$ cat src/pkg/gfx_status_class_pkg.sv
package gfx_status_class_pkg;

  // Configuration space geometry.
  localparam int CFG_ADDR_W = 8;
  localparam int CFG_DATA_W = 32;
  localparam int CFG_BE_W = 4;
  localparam int DWORD_IDX_W = 6;

  // Printed byte offsets of the registers.
  localparam logic [7:0] COMMAND_OFFSET = 8'h04;
  localparam logic [7:0] FUNCTION_STATUS_OFFSET = 8'h06;
  localparam logic [7:0] REVISION_NUMBER_OFFSET = 8'h08;
  localparam logic [7:0] FUNCTION_CLASS_OFFSET = 8'h09;

  // Dword indices that hold them.
  localparam logic [5:0] CMD_STATUS_DWORD = 6'h01;
  localparam logic [5:0] REV_CLASS_DWORD = 6'h02;

  // Lane positions inside each dword.
  localparam int STATUS_LSB = 16;
  localparam int REVISION_LSB = 0;
  localparam int CLASS_LSB = 8;

  // Command register fields.
  localparam int INT_DISABLE_BIT = 10;
  localparam int INT_DISABLE_LANE = 1;
  localparam logic INT_DISABLE_RESET = 1'b0;

  // Status register fields.
  localparam int PARITY_ERROR_SEEN_BIT = 15;
  localparam int SYSTEM_ERROR_SIGNALED_BIT = 14;
  localparam int MASTER_ABORT_RECEIVED_BIT = 13;
  localparam int TARGET_ABORT_RECEIVED_BIT = 12;
  localparam int TARGET_ABORT_SIGNALED_BIT = 11;
  localparam int SELECT_TIMING_MSB = 10;
  localparam int SELECT_TIMING_LSB = 9;
  localparam int MASTER_DATA_PARITY_ERROR_BIT = 8;
  localparam int BACK_TO_BACK_CAPABLE_BIT = 7;
  localparam int USER_FORMAT_FLAG_BIT = 6;
  localparam int DOUBLE_SPEED_CAPABLE_BIT = 5;
  localparam int CAPABILITY_LIST_PRESENT_BIT = 4;
  localparam int INTERRUPT_STATUS_BIT = 3;
  localparam logic [15:0] FUNCTION_STATUS_RESET = 16'h0090;
  localparam logic [1:0] SELECT_TIMING_VALUE = 2'h0;

  // Class code fields.
  localparam logic [7:0] BASE_CLASS_DISPLAY = 8'h03;
  localparam logic [7:0] SUB_CLASS_VGA = 8'h00;
  localparam logic [7:0] SUB_CLASS_NON_VGA = 8'h80;
  localparam logic [7:0] PROGRAMMING_INTERFACE_DISPLAY = 8'h00;
  localparam logic [23:0] FUNCTION_CLASS_RESET = 24'h030000;

  // Host bridge graphics control bit that selects non-VGA operation.
  localparam int HOST_GFX_NON_VGA_BIT = 1;
  localparam int HOST_GFX_CTRL_W = 16;

  // Value is arbitrary; the real stepping is set at integration.
  localparam logic [7:0] REVISION_DEFAULT = 8'h01;

  typedef enum logic [1:0] {
    MSG_IDLE = 2'b00,
    MSG_ASSERTED = 2'b01
  } intx_msg_state_e;

endpackage

$ cat src/intx_message_gen.sv
`timescale 1ns/1ns
module intx_message_gen
  import gfx_status_class_pkg::*;
(
  input wire logic clk,
  input wire logic reset,
  input wire logic intxLevel,
  output logic assertMsg,
  output logic deassertMsg
);

  typedef struct packed {
    intx_msg_state_e state;
    logic assertMsg;
    logic deassertMsg;
  } msg_s;

  msg_s msg_r;
  msg_s msg_nxt;

  // One message per edge of the gated level, so a masked interrupt never sends an assert.
  always_comb
  begin
    msg_nxt = msg_r;
    msg_nxt.assertMsg = 1'b0;
    msg_nxt.deassertMsg = 1'b0;
    case (msg_r.state)
      MSG_IDLE:
      begin
        if (intxLevel)
        begin
          msg_nxt.state = MSG_ASSERTED;
          msg_nxt.assertMsg = 1'b1; // RL17
        end
      end
      MSG_ASSERTED:
      begin
        if (!intxLevel)
        begin
          msg_nxt.state = MSG_IDLE;
          msg_nxt.deassertMsg = 1'b1;
        end
      end
      default:
      begin
        msg_nxt.state = MSG_IDLE;
      end
    endcase
  end

  always_ff @(posedge clk or posedge reset)
  begin
    if (reset)
    begin
      msg_r <= '{state: MSG_IDLE, assertMsg: 1'b0, deassertMsg: 1'b0};
    end
    else
    begin
      msg_r <= msg_nxt;
    end
  end

  assign assertMsg = msg_r.assertMsg;
  assign deassertMsg = msg_r.deassertMsg;
endmodule // intx_message_gen

$ cat src/gfx_function_status_class_regs.sv
`timescale 1ns/1ns
// Function
// (RL1) Status bit 15, parity error seen, always reads 0.
// (RL2) Status bit 14 reads 0; system error output never driven.
// (RL3) Status bits 13 and 12, received aborts, always read 0.
// (RL4) Status bit 11, target abort signaled, always reads 0.
// (RL5) Status select timing field, bits 10:9, fixed at 00b.
// (RL6) Status bit 8, master data parity error, always reads 0.
// (RL7) Status bit 7, back-to-back capable, always reads 1.
// (RL8) Status bits 6 and 5, user format and double speed, read 0.
// (RL9) Status bit 4 reads 1: capability pointer lives at 34h.
// (RL10) Status bit 3 reflects the live interrupt pending state.
// (RL11) Legacy interrupt asserts only when status is 1 and disable is 0.
// (RL12) Setting interrupt disable leaves the status bit unchanged.
// (RL13) One read-only 8-bit revision number, shared by functions 0 and 1.
// (RL14) Base class field reads 03h, display controller.
// (RL15) Sub-class reads 00h for VGA, 80h for non-VGA host setting.
// (RL16) Programming interface field reads 00h.
// (RL17) Command bit 10: 1 blocks interrupt and its assert messages.
// (RL18) Writes to status, revision and class code are ignored.
module gfx_function_status_class_regs
  import gfx_status_class_pkg::*;
#(
  parameter logic [7:0] REVISION = REVISION_DEFAULT
)
(
  input wire logic clk,
  input wire logic reset,
  input wire logic cfgRead,
  input wire logic cfgWrite,
  input wire logic [CFG_ADDR_W-1:0] cfgAddr,
  input wire logic [CFG_BE_W-1:0] cfgByteEn,
  input wire logic [CFG_DATA_W-1:0] cfgWriteData,
  output logic [CFG_DATA_W-1:0] cfgReadData,
  output logic cfgReadDone,
  input wire logic irqPending,
  input wire logic [HOST_GFX_CTRL_W-1:0] hostGraphicsControl,
  output logic intxAssert,
  output logic intxAssertMsg,
  output logic intxDeassertMsg,
  output logic systemErrorOut
);

  typedef struct packed {
    logic intDisable;
    logic intPending;
    logic [CFG_DATA_W-1:0] readData;
    logic readDone;
  } regs_s;

  regs_s regs_r;
  regs_s regs_nxt;
  logic [DWORD_IDX_W-1:0] dwordIdx;
  logic [15:0] statusValue;
  logic [15:0] commandValue;
  logic [7:0] subClass;
  logic [23:0] classValue;
  logic intxLevel;

  assign dwordIdx = cfgAddr[CFG_ADDR_W-1:2];

  // Every status bit but the interrupt flag is a constant of the function.
  always_comb
  begin
    statusValue = 16'h0000;
    statusValue[PARITY_ERROR_SEEN_BIT] = 1'b0; // RL1
    statusValue[SYSTEM_ERROR_SIGNALED_BIT] = 1'b0; // RL2
    statusValue[MASTER_ABORT_RECEIVED_BIT] = 1'b0; // RL3
    statusValue[TARGET_ABORT_RECEIVED_BIT] = 1'b0; // RL3
    statusValue[TARGET_ABORT_SIGNALED_BIT] = 1'b0; // RL4
    statusValue[SELECT_TIMING_MSB:SELECT_TIMING_LSB] = SELECT_TIMING_VALUE; // RL5
    statusValue[MASTER_DATA_PARITY_ERROR_BIT] = 1'b0; // RL6
    statusValue[BACK_TO_BACK_CAPABLE_BIT] = 1'b1; // RL7
    statusValue[USER_FORMAT_FLAG_BIT] = 1'b0; // RL8
    statusValue[DOUBLE_SPEED_CAPABLE_BIT] = 1'b0; // RL8
    statusValue[CAPABILITY_LIST_PRESENT_BIT] = 1'b1; // RL9
    // The disable bit is deliberately not folded in here.
    statusValue[INTERRUPT_STATUS_BIT] = regs_r.intPending; // RL10 RL12
  end

  always_comb
  begin
    commandValue = 16'h0000;
    commandValue[INT_DISABLE_BIT] = regs_r.intDisable;
  end

  // The host bridge strap is read live, so a change shows on the next read.
  assign subClass = hostGraphicsControl[HOST_GFX_NON_VGA_BIT] ?
    SUB_CLASS_NON_VGA : SUB_CLASS_VGA; // RL15
  assign classValue = {BASE_CLASS_DISPLAY, subClass, PROGRAMMING_INTERFACE_DISPLAY}; // RL14 RL16

  always_comb
  begin
    regs_nxt = regs_r;
    regs_nxt.readDone = 1'b0;
    regs_nxt.intPending = irqPending; // RL10
    if (cfgWrite && (dwordIdx == CMD_STATUS_DWORD) && cfgByteEn[INT_DISABLE_LANE])
    begin
      // Only the disable bit is writable; the status half of the dword is dropped.
      regs_nxt.intDisable = cfgWriteData[INT_DISABLE_BIT]; // RL17 RL18
    end
    if (cfgRead)
    begin
      regs_nxt.readDone = 1'b1;
      if (dwordIdx == CMD_STATUS_DWORD)
      begin
        regs_nxt.readData = {statusValue, commandValue};
      end
      else if (dwordIdx == REV_CLASS_DWORD)
      begin
        regs_nxt.readData = {classValue, REVISION}; // RL13
      end
      else
      begin
        // Other header registers live elsewhere and read as zero here.
        regs_nxt.readData = '0;
      end
    end
  end

  always_ff @(posedge clk or posedge reset)
  begin
    if (reset)
    begin
      regs_r <= '{intDisable: INT_DISABLE_RESET, intPending: 1'b0,
        readData: '0, readDone: 1'b0};
    end
    else
    begin
      regs_r <= regs_nxt;
    end
  end

  assign intxLevel = regs_r.intPending && !regs_r.intDisable; // RL11 RL17
  assign intxAssert = intxLevel;
  assign cfgReadData = regs_r.readData;
  assign cfgReadDone = regs_r.readDone;
  assign systemErrorOut = 1'b0; // RL2

  intx_message_gen u_intx_message_gen (
    .clk(clk),
    .reset(reset),
    .intxLevel(intxLevel),
    .assertMsg(intxAssertMsg),
    .deassertMsg(intxDeassertMsg)
  );
endmodule // gfx_function_status_class_regs

$ cat config.mk
export PLATFORM = sky130hd
export DESIGN_NAME = gfx_function_status_class_regs
export DESIGN_NICKNAME = d
export VERILOG_FILES = /design/src/pkg/gfx_status_class_pkg.sv /design/src/intx_message_gen.sv /design/src/gfx_function_status_class_regs.sv
export SDC_FILE = /design/constraint.sdc
export NUM_CORES = 1
export LEC_CHECK = 0
export BUFFER_PORTS_ARGS = -buffer_cell sky130_fd_sc_hd__buf_4
export CORE_MARGIN = 10
export CORE_UTILIZATION = 31
export CTS_CLUSTER_DIAMETER = 120
export DETAILED_ROUTE_END_ITERATION = 16
export GPL_TIMING_DRIVEN = 0
export PLACE_DENSITY = 0.8
export SYNTH_ARGS = -nofsm -noshare
export SYNTH_HDL_FRONTEND = slang
export SYNTH_SLANG_ARGS = --single-unit
$ cat constraint.sdc
create_clock -name clk -period 1.65 [get_ports clk]
set_clock_uncertainty 0.05 [all_clocks]
set_input_delay 0.33 -clock clk [delete_from_list [all_inputs] [get_ports clk]]
set_output_delay 0.33 -clock clk [all_outputs]
set_load 0.1 [all_outputs]
# --- Yosys cells after proc, flatten, opt, wreduce, memory -nomap -nowiden ---
# Cells that the tools add are included.
op_classes:
  n_eq_ne: 5
  muxes: 10
  reduce_logical: 6
ops:
  columns: ["cell", "n"]
  rows:
  - ["$mux W26", 2]
  - ["$mux W8", 1]
  - ["$eq A6 B1 Y1 const B", 1]
  - ["$eq A6 B2 Y1 const B", 1]
  - ["$mux W1", 4]
  - ["$pmux W2 S2", 1]
  - ["$logic_and A1 B1 Y1", 3]
  - ["$mux W3", 1]
  - ["$eq A2 B1 Y1 const B", 1]
  - ["$logic_not A2 Y1", 1]
  - ["$mux W2", 1]
  - ["$ne A2 B1 Y1 const B", 1]
  - ["$ne A2 B2 Y1 const B", 1]
  - ["$reduce_and A2 Y1", 1]
  - ["$logic_not A1 Y1", 1]
word_totals:
  reg_bits: 33
  inputBits: 65
  out_inout_bits: 37

# --- Longest topological paths before layout ---
# Gate-level depths: netlist (run 1).
depth:
  word_depth: 4
  depth_mapped: 3

# --- By module ---
# Synthesis (run 1) repeated with hierarchy kept, for this count alone.
unflattened:
  hier_cells: 74
  area_unflattened_um2: 691.9
modules_own_cells:
  columns: ["module", "n_inst", "cells_each", "area_per_inst_um2"]
  rows:
  - ["gfx_function_status_class_regs", 1, 67, 594.3]
  - ["intx_message_gen", 1, 7, 97.6]

# --- Worst setup path after synthesis (run 1) ---
# No wires, ideal clock.
synth_path:
  path_kind: "reg-to-output"
  start: "register regs_r, in the netlist commandValue[10]"
  end: "output intxAssert"
  t_arrival_ps: 1136
  slack_ps: 134
  stages_incl_launch_ff: 3
  path_buffers: 0
  cell_sequence: "dfrtp_1 > nand2b_1 > inv_1"
synth_between:
  elab_chain_cells: 2
synth_rtl:
  columns: ["element", "line_no", "source"]
  rows:
  - ["from (decl)", "gfx_function_status_class_regs.sv:51", "regs_s regs_r;"]
  - ["from (signal assigned)", "gfx_function_status_class_regs.sv:125", "regs_r <= '{intDisable: INT_DISABLE_RESET, intPending: 1'b0,"]
  - ["from (signal assigned)", "gfx_function_status_class_regs.sv:130", "regs_r <= regs_nxt;"]
  - ["$logic_not A1 Y1", "gfx_function_status_class_regs.sv:134", "assign intxLevel = regs_r.intPending && !regs_r.intDisable;"]
  - ["$logic_and A1 B1 Y1", "gfx_function_status_class_regs.sv:134", null]
  - ["to (decl)", "gfx_function_status_class_regs.sv:38", "output logic intxAssert,"]
# No other way between the ends.

# --- Final worst setup path (run 1) ---
# Ends and elaborated chain as after synthesis.

==> qor_table.md, run 1 <==
| Metric | Value |
|:---|:---|
| Result of the run | complete, but fails checks |
| Failing checks | negative hold slack |
| Post-route fraction of the period consumed by the critical path | 93.3% |
| Final-report max-slew violation count | 0 |
| Clock latency on the worst-skew pair | 270 ps |
| Startpoint kind of the worst setup timing path | flop |
| Finished Core Util | 47.8% |
| Power per Cell Area | 882 mW/mm^2 |
| Post-CTS Hold Fix Bufs | 0 |
| Number of I/O pins | 102 |
| Layout cell share with drive strength beyond 1 | 50.4% |
| Initial DRC count | 24 |
| # fillers | 216 |
| Minimum clock period | 1540 ps |
| Number of buffers on the longest clock path | 2 |
| Setup Buffers After CTS | 0 |
| FF-to-FF setup slack | 740 ps |
| Register clock-pin slew on the reported worst setup and hold paths | 70 ps |
| Path type of the worst setup path | flop to output pin |
| Final Wtd Congestion | 0.719 |
| Proportion of synthesized flip-flops having asynchronous set or reset | 100% |
| Post-Syn Area | 697 um^2 |
| Die outline area | 0.00454 mm^2 |
| Count of mapped cells out of synthesis | 74 |
| Pin count of the biggest net entering global routing | 12 |
| Number of instances resized during post-cts repair | 0 |
| Number of global-route vias before repair | 549 |
| Post-Route WL | 1.53 mm |
| Number of synthesis warnings | 0 |
| Register bit total from synthesis | 11 |
| Number of buffer cells added on primary ports | 24 |
| VDD IR max | 0.411 mV |
| FF-to-FF Start | commandValue[10] |
| Clk sink count | 11 |
| TritonCTS clock tree | done |
| DR DRC count | 0 |
| Req. time, crit path | 1270 ps |
| Vert. Die Dim | 67.4 um |
| Sequential element share of the synthesized area | 39.5% |
| Layout overhead on the synthesized area | 48.8% |
| Library cell used as clock root buffer | sky130_fd_sc_hd__clkbuf_4 |
| WL/cell | 9.84 um |
| Worst reg-to-reg path cell count | 2 |
| Starting utilization of the core area | 32.1% |
| Worst setup EP type | output pin |
| FMAX | 649 MHz |
| Total congestion overflow after global routing | 0 |
| Number of distinct standard cells referenced by the synthesized netlist | 17 |
| Worst setup path startpoint | commandValue[10] |
| Number of standard-cell rows in the floorplan | 17 |
| Worst R2R End | u_intx_message_gen.deassertMsg |
| CTS H-tree depth | 1 |
| First-pass iteration count of the detailed router | 3 |
| Hold Vio Cnt, Final | 11 |
| Wire length of the first global-routing pass | 2.28 mm |
| Nets@finish | 193 |
| Worst hold slack | -8.48 ps |
| Antenna Violating Nets Remaining | 0 |
| All-layer global routing usage | 6.61% |
| Max-capacitance violation count | 0 |
| Number of antenna violations at the first check in global routing | 0 |
| Via count of the routed design | 527 |
| Final HPWL from detailed placement | 1.43 mm |
| Width of the chip | 67.4 um |
| Total of endpoints with negative setup slack in the final report | 0 |
| Total Neg Setup Slack | 0 ps |
| Avg Synthesized Cell Area | 9.42 um^2 |
| Static leakage power | 0.616 nW |
| Primary FF master, synth | sky130_fd_sc_hd__dfrtp_1 |
| Number of buffers added by the clock tree synthesis step | 3 |
| Core Region | 0.00217 mm^2 |
| Hold crit path type | input pin to asynchronous set/reset pin |
| Arr. time, crit path | 1160 ps |
| Detailed-route vias per instance | 3.40 |
| RSZ-0062 raised after global routing | false |
| Count of inserted antenna diode cells | 0 |
| Number of enable-type register cells in the synthesized netlist | 0 |
| Largest fanout of any net on the critical path | 4 |
-- stage by stage --
stage | std cells | cell area [um^2] | total power, mW | hold WS [ps] | setup slack (ps)
floorplan | 99 | 791 | 0.684 | 132 | 134
global placement | 151 | 1010 | 0.729 | 284 | 176
detailed placement | 151 | 1010 | 0.732 | 303 | 175
CTS | 155 | 1030 | 0.916 | 1.73 | 52.8
global route | 155 | 1040 | 0.954 | 16.2 | 47.0
finish | 155 | 1040 | 0.915 | -8.48 | 110
-- per-layer routing --
| metal | part of all wire (%) | vias to the layer above | global-route usage (%) | wire length (um) |
|---|---|---|---|---|
| met4 | 2.2 | 0 | 5.13 | 33 |
| met2 | 52 | 32 | 11.5 | 787 |
| met1 | 30 | 214 | 4.93 | 455 |
| met3 | 16 | 4 | 4.63 | 249 |
| li1 | - | 277 | - | - |
| met5 | 0 | - | 0 | 0 |
-- synthesized netlist by cell type (2+ instances only) --
library cell	count	area [um^2]
sky130_fd_sc_hd__buf_4	33	248
sky130_fd_sc_hd__dfrtp_1	11	275
sky130_fd_sc_hd__inv_1	8	30.0
sky130_fd_sc_hd__nand2_1	4	15.0
sky130_fd_sc_hd__o22ai_1	3	18.8
sky130_fd_sc_hd__nand3_1	2	10.0
sky130_fd_sc_hd__nor2b_1	2	12.5
sky130_fd_sc_hd__o21ai_1	2	10.0
-- power by group --
group,internal [mW],switching (mW)
Clock,0.0899,0.0939
Sequential,0.280,0.00477
Combinational,0.0864,0.359
-- state kept, by name, summed over array words and instances, names as in the netlist --
name / count
cfgReadDone: 1
u_intx_message_gen.assertMsg: 1
u_intx_message_gen.deassertMsg: 1
commandValue: 1
cfgReadData: 5
regs_r: 1
u_intx_message_gen.msg_r: 1
-- cell families after synthesis --
logic type,after synthesis,share of synthesized area (%)
buffers and inverters,42,40.4
and+or+nand+nor,13,12.6
DFF,11,39.5
AOI/OAI and AO/OA,6,4.85
muxes,1,2.15
other,1,0.538
-- critical path: stages, from the launching register on --
cell and delay [ps]:
sky130_fd_sc_hd__dfrtp_1 400, sky130_fd_sc_hd__nand2b_1 190, sky130_fd_sc_hd__inv_1 80, sky130_fd_sc_hd__buf_6 220
-- area by class of cell --
cell class | count | area (um^2) | area share, %
well taps | 28 | 35.0 | 3.38
repair buffers | 24 | 184 | 17.7
plain buffers | 34 | 251 | 24.2
inverters | 8 | 30.0 | 2.90
clock inverters | 1 | 5.00 | 0.483
clock buffers | 3 | 22.5 | 2.17
multi-input cells | 46 | 234 | 22.6
flip-flops and latches | 11 | 275 | 26.5
-- how the worst max path moves through the flow --
stage / endpoint / slack, ps
2_1_floorplan: intxAssert / 130
3_3_place_gp: commandValue[10] / 180
3_5_place_dp: commandValue[10] / 170
4_1_cts: intxAssert / 50
5_1_grt: intxAssert / 50
6_report: intxAssert / 110
-- layout by cell type (no fill, tap or decap) --
cell type	n
sky130_fd_sc_hd__o21ai_1	2
sky130_fd_sc_hd__mux2_4	1
sky130_fd_sc_hd__nand3_1	2
sky130_fd_sc_hd__nor4_4	1
sky130_fd_sc_hd__nor2b_1	2
sky130_fd_sc_hd__o22ai_1	3
sky130_fd_sc_hd__buf_4	56
sky130_fd_sc_hd__a21oi_1	1
sky130_fd_sc_hd__buf_6	1
sky130_fd_sc_hd__nor2_1	1
sky130_fd_sc_hd__nand2_1	4
sky130_fd_sc_hd__inv_1	8
sky130_fd_sc_hd__clkinv_2	1
sky130_fd_sc_hd__dfrtp_1	11
sky130_fd_sc_hd__conb_1	26
sky130_fd_sc_hd__nand4_2	1
sky130_fd_sc_hd__nand2b_1	1
sky130_fd_sc_hd__and2_1	1
sky130_fd_sc_hd__clkbuf_1	1
sky130_fd_sc_hd__clkbuf_4	3
No activity file was read; power rests on OpenSTA's default activity.
==> inputs of run 2 (changes only) <==
--- a/config.mk
+++ b/config.mk
@@ -7,11 +7,11 @@
 export LEC_CHECK = 0
 export BUFFER_PORTS_ARGS = -buffer_cell sky130_fd_sc_hd__buf_4
 export CORE_MARGIN = 10
-export CORE_UTILIZATION = 31
+export CORE_UTILIZATION = 29
 export CTS_CLUSTER_DIAMETER = 120
 export DETAILED_ROUTE_END_ITERATION = 16
 export GPL_TIMING_DRIVEN = 0
-export PLACE_DENSITY = 0.8
+export PLACE_DENSITY = 0.75
 export SYNTH_ARGS = -nofsm -noshare
 export SYNTH_HDL_FRONTEND = slang
 export SYNTH_SLANG_ARGS = --single-unit
==> constraint.sdc (replaced) <==
create_clock -name clk -period 1.6 [get_ports clk]
set_clock_uncertainty 0.05 [all_clocks]
set_input_delay 0.32 -clock clk [delete_from_list [all_inputs] [get_ports clk]]
set_output_delay 0.32 -clock clk [all_outputs]
set_load 0.1 [all_outputs]
==> run 2 against run 1 <==
Effect of this change:
- the flow now finishes without violations
- total power rose by 3.8%
- cell area rose by 1.3%
- critical path depth did not move
- global-route usage barely moved
- setup slack got worse by 32 ps
- combinational power rose by 4%
- non-clock buffer count rose by 1
- cell count rose by 0.65%
- routed wire length rose by 2.3%
==> qor_table.md, run 2 (synthesis results as in run 1) <==
| Metric | Value |
|:---|:---|
| Worst setup EP type | output pin |
| Setup Buffers After CTS | 0 |
| Core Region | 0.00225 mm^2 |
| Detailed-route vias per instance | 3.39 |
| CTS H-tree depth | 1 |
| Final HPWL from detailed placement | 1.42 mm |
| First-pass iteration count of the detailed router | 4 |
| Total congestion overflow after global routing | 0 |
| TritonCTS clock tree | done |
| Hold crit path type | input pin to flop |
| Cell count after placement | 151 |
| Largest stage delay on the critical path | 400 ps |
| Nets@finish | 194 |
| Flip-flop count of the largest register after layout | 5 |
| Number of global-route vias before repair | 571 |
| Library cell used as clock root buffer | sky130_fd_sc_hd__clkbuf_4 |
| Number of buffer cells added on primary ports | 24 |
| Sw Pwr | 0.475 mW |
| Total Neg Setup Slack | 0 ps |
| Worst hold slack | 95.4 ps |
| Width of the chip | 69.0 um |
| Clk sink count | 11 |
| Die outline area | 0.00476 mm^2 |
| Number of buffers on the longest clock path | 2 |
| Number of I/O pins | 102 |
| Worst reg-to-reg path cell count | 2 |
| Part of the power in registers | 31.0% |
| Sw Share | 50.1% |
| Antenna Violating Nets Remaining | 0 |
| Vert. Die Dim | 69.0 um |
| Number of standard-cell rows in the floorplan | 17 |
| Pin count of the biggest net entering global routing | 12 |
| Layout overhead on the synthesized area | 50.8% |
| Final-report max-slew violation count | 0 |
| Worst setup path startpoint | commandValue[10] |
| Worst R2R End | u_intx_message_gen.deassertMsg |
| Arr. time, crit path | 1150 ps |
| DR DRC count | 0 |
| Final Wtd Congestion | 0.707 |
| Starting utilization of the core area | 30.9% |
| RSZ-0062 raised after global routing | false |
| Power per Cell Area | 903 mW/mm^2 |
| Count of inserted antenna diode cells | 0 |
| Number of antenna violations at the first check in global routing | 0 |
| Initial DRC count | 13 |
| Via count of the routed design | 529 |
| Combinational share of power | 48.8% |
| Setup crit end | intxAssert |
| Total of endpoints with negative setup slack in the final report | 0 |
| Startpoint kind of the worst setup timing path | flop |
| Minimum clock period | 1520 ps |
| Hold Vio Cnt, Final | 0 |
| FMAX | 657 MHz |
| Clock network fraction of design power | 20.2% |
| Path type of the worst setup path | flop to output pin |
| Register clock-pin slew on the reported worst setup and hold paths | 70 ps |
| Static leakage power | 0.621 nW |
| Internal power | 0.474 mW |
| Clock latency on the worst-skew pair | 280 ps |
| # fillers | 215 |
| Number of buffers added by the clock tree synthesis step | 3 |
| Worst-path cell with the longest stage delay | sky130_fd_sc_hd__dfrtp_1 |
| WL/cell | 10.0 um |
| Result of the run | finished, final reports clean |
| Commonest cells after routing, fill and taps aside | 56 x sky130_fd_sc_hd__buf_4, 26 x sky130_fd_sc_hd__conb_1, 11 x sky130_fd_sc_hd__dfrtp_1 |
| Post-Route WL | 1.56 mm |
| Largest fanout of any net on the critical path | 4 |
| Finished Core Util | 46.6% |
| Layout cell share with drive strength beyond 1 | 50.0% |
| Req. time, crit path | 1230 ps |
| All-layer global routing usage | 6.62% |
| Post-route fraction of the period consumed by the critical path | 95.1% |
| FF-to-FF setup slack | 690 ps |
| Critical Path, Cell by Cell | nand2b_1 > inv_1 > buf_8 |
| Max-capacitance violation count | 0 |
| VDD IR max | 0.486 mV |
| FF-to-FF Start | commandValue[10] |
| Non-filler cells in the finished layout | 156 |
| Most common cell after layout, fill and taps aside | sky130_fd_sc_hd__buf_4 |
| Wire length of the first global-routing pass | 2.64 mm |
-- run 2: changes by cell type in the layout (fill, tap and decap cells not counted), sizes merged --
cell         change
dlygate4sd3      +1
-- run 2: layer usage --
layer | GRT usage [%] | up-vias | wire [um] | part of all wire, %
met1 | 6.28 | 216 | 507 | 33
li1 | - | 279 | - | -
met2 | 10.6 | 31 | 773 | 50
met3 | 4.56 | 3 | 249 | 16
met5 | 0 | - | 0 | 0
met4 | 3.33 | 0 | 30 | 1.9
-- run 2: final cells by class --
type                    count  area [um^2]  area share [%]
repair buffers             25          198            18.8
inverters                   8         30.0            2.86
well taps                  28         35.0            3.33
flip-flops and latches     11          275            26.2
clock inverters             1         5.00           0.476
multi-input cells          46          234            22.3
clock buffers               3         22.5            2.14
plain buffers              34          251            23.9
-- run 2: critical path, delay by kind of cell, from the launching register on --
family        cells  cell delay [ps]
simple gates      1              190
flops             1              400
buf+inv           2              290
-- run 2: worst min-delay path by stage --
stage | slack (ps) | depth (start not counted) | to | start
after floorplan | 120 | 1 | cfgReadData[10] | reset
after CTS | 90 | 1 | regs_r[33] | irqPending
after global placement | 280 | 2 | cfgReadDone | reset
after detailed placement | 280 | 2 | cfgReadData[19] | reset
final | 100 | 1 | regs_r[33] | irqPending
after global routing | 80 | 1 | regs_r[33] | irqPending
-- run 2: what timing repair did --
action                                  4_1_cts  5_1_grt
endpoints found under the setup margin        0        1
endpoints found under the hold margin        11        0
hold buffers                                  1        0
gates resized for setup                       0        2
-- run 2: power by group through the flow --
stage	clock (mW)	sequential (mW)	combinational (mW)
floorplan	0	0.335	0.370
global placement	0	0.299	0.453
detailed placement	0	0.300	0.455
CTS	0.196	0.295	0.457
global route	0.214	0.296	0.480
finish	0.191	0.294	0.463
-- run 2: metrics by stage --
| step | instance area (um^2) | power, mW | worst slack [ps] |
|---|---|---|---|
| after detailed placement | 1010 | 0.755 | 115 |
| after CTS | 1040 | 0.948 | 8.29 |
| final | 1050 | 0.949 | 78.2 |
| after floorplan | 791 | 0.706 | 94.5 |
| after global routing | 1050 | 0.990 | 4.01 |
| after global placement | 1010 | 0.752 | 135 |
==> inputs of run 3 (changes only) <==
==> constraint.sdc (replaced) <==
create_clock -name clk -period 1.6 [get_ports clk]
set_clock_uncertainty 0.05 [all_clocks]
set_input_delay 0.24 -clock clk [delete_from_list [all_inputs] [get_ports clk]]
set_output_delay 0.24 -clock clk [all_outputs]
set_load 0.1 [all_outputs]
==> run 3 against run 2 <==
Effect of this change:
- total power shrank 0.34%
- die area stayed put
- register-to-register slack barely moved
- cell area decreased by 0.71%
- sequential power hardly changed
- via count rose by 0.19%
- critical path type unchanged
==> qor_table.md, run 3 (synthesis results as in run 1) <==
| Metric | Value |
|:---|:---|
| DR DRC count | 0 |
| Layout cell share with drive strength beyond 1 | 50.0% |
| Result of the run | finished, final reports clean |
| VDD IR max | 0.485 mV |
| Count of inserted antenna diode cells | 0 |
| WL/cell | 10.0 um |
| Final Wtd Congestion | 0.707 |
| Number of standard-cell rows in the floorplan | 17 |
| Post-Route WL | 1.56 mm |
| Detailed-route vias per instance | 3.40 |
| Worst setup slack before clock tree synthesis | 195 ps |
| Nets@finish | 194 |
| Total buffers and inverters traversed by the critical path | 2 |
| Number of buffers on the longest clock path | 2 |
| Hold crit path type | input pin to flop |
| Via count of the routed design | 530 |
| Pin count of the biggest net entering global routing | 12 |
| Internal power | 0.472 mW |
| Total congestion overflow after global routing | 0 |
| Power per Cell Area | 907 mW/mm^2 |
| Number of I/O pins | 102 |
| Max-capacitance violation count | 0 |
| Arr. time, crit path | 1210 ps |
| Static leakage power | 0.619 nW |
| RSZ-0062 raised after global routing | false |
| Total of endpoints with negative setup slack in the final report | 0 |
| Worst Setup Slack, final | 105 ps |
| Most common cell after layout, fill and taps aside | sky130_fd_sc_hd__buf_4 |
| Number of instances resized during post-cts repair | 0 |
| Layout overhead on the synthesized area | 49.7% |
| Cell family with the largest share of critical-path delay | flip-flops |
| Initial DRC count | 16 |
| Register clock-pin slew on the reported worst setup and hold paths | 70 ps |
| Flip-flop count of the largest register after layout | 5 |
| Total Neg Setup Slack | 0 ps |
| Wire length of the first global-routing pass | 2.64 mm |
| Cell count after placement | 151 |
| Largest fanout of any net on the critical path | 4 |
| Startpoint kind of the worst setup timing path | flop |
| TritonCTS clock tree | done |
| Vert. Die Dim | 69.0 um |
| Critical Path, Cell by Cell | nand2b_1 > inv_1 > buf_4 |
| Final-report max-slew violation count | 0 |
| Path type of the worst setup path | flop to output pin |
| CTS H-tree depth | 1 |
| Part of the power in registers | 31.1% |
| FMAX | 669 MHz |
| Antenna Violating Nets Remaining | 0 |
| Post-route fraction of the period consumed by the critical path | 93.5% |
| First-pass iteration count of the detailed router | 4 |
| Largest stage delay on the critical path | 400 ps |
| Clock latency on the worst-skew pair | 280 ps |
| Clk sink count | 11 |
| Die outline area | 0.00476 mm^2 |
| Worst setup EP type | output pin |
| Number of buffers added by the clock tree synthesis step | 3 |
| Req. time, crit path | 1310 ps |
| Hold Vio Cnt, Final | 0 |
| Sw Share | 50.2% |
| Number of buffer cells added on primary ports | 24 |
| Number of global-route vias before repair | 571 |
| All-layer global routing usage | 6.62% |
| Minimum clock period | 1500 ps |
| Non-filler cells in the finished layout | 156 |
| Worst-path cell with the longest stage delay | sky130_fd_sc_hd__dfrtp_1 |
| Final HPWL from detailed placement | 1.42 mm |
| Commonest cells after routing, fill and taps aside | 57 x sky130_fd_sc_hd__buf_4, 26 x sky130_fd_sc_hd__conb_1, 11 x sky130_fd_sc_hd__dfrtp_1 |
| Core Region | 0.00225 mm^2 |
| Power after layout | 0.946 mW |
| Width of the chip | 69.0 um |
| Clock network fraction of design power | 20.2% |
| Number of antenna violations at the first check in global routing | 0 |
| Starting utilization of the core area | 30.9% |
| Sw Pwr | 0.474 mW |
| Library cell used as clock root buffer | sky130_fd_sc_hd__clkbuf_4 |
| Combinational share of power | 48.6% |
[run 3: cell counts in the layout (fill, tap and decap cells not counted)]
No cell type changed its count.
[run 3: final cells by class]
cell class | count | area [um^2]
buffer | 34 | 251
multi-input combinational | 46 | 234
tap | 28 | 35.0
fill | 217 | 1210
clock buffer | 3 | 22.5
sequential | 11 | 275
timing repair buffer | 25 | 190
inverter | 8 | 30.0
clock inverter | 1 | 5.00
[run 3: worst paths after layout]
check | start | endpoint | slack, ps | cells past startpoint
max | commandValue[10] | intxAssert | 100 | 3
min | irqPending | regs_r[33] | 20 | 1
max reg2reg | commandValue[10] | u_intx_message_gen.deassertMsg | 690 | 2
min reg2reg | u_intx_message_gen.msg_r[2] | u_intx_message_gen.assertMsg | 380 | 1
max in group asynchronous | reset | cfgReadData[24] | 770 | 3
min in group asynchronous | reset | cfgReadData[19] | 450 | 3
[run 3: repair_timing]
item / CTS / global route
hold buffers: 1 / 0
endpoints found under the hold margin: 11 / 0
buffers inserted: 0 / 0
[run 3: stage by stage]
step	hold WS (ps)	cell area, um^2	utilization [%]
6_report	15.4	1040	46.3
5_1_grt	1.75	1040	46.3
4_1_cts	13.2	1040	46.3
3_5_place_dp	204	1010	44.6
3_3_place_gp	196	1010	44.6
2_1_floorplan	42.4	791	-
[run 3: power by group through the flow]
stage | sequential [mW] | clock (mW) | combinational (mW)
after floorplan | 0.335 | 0 | 0.370
final | 0.294 | 0.192 | 0.460
after global placement | 0.299 | 0 | 0.453
after detailed placement | 0.300 | 0 | 0.455
after global routing | 0.296 | 0.214 | 0.477
after CTS | 0.295 | 0.196 | 0.457
[run 3: metal layers]
layer | up-vias | routed length (um) | global-route usage, %
met3 | 3 | 244 | 4.56
met2 | 31 | 776 | 10.6
li1 | 279 | - | -
met4 | 0 | 30 | 3.33
met1 | 217 | 510 | 6.28
met5 | - | 0 | 0
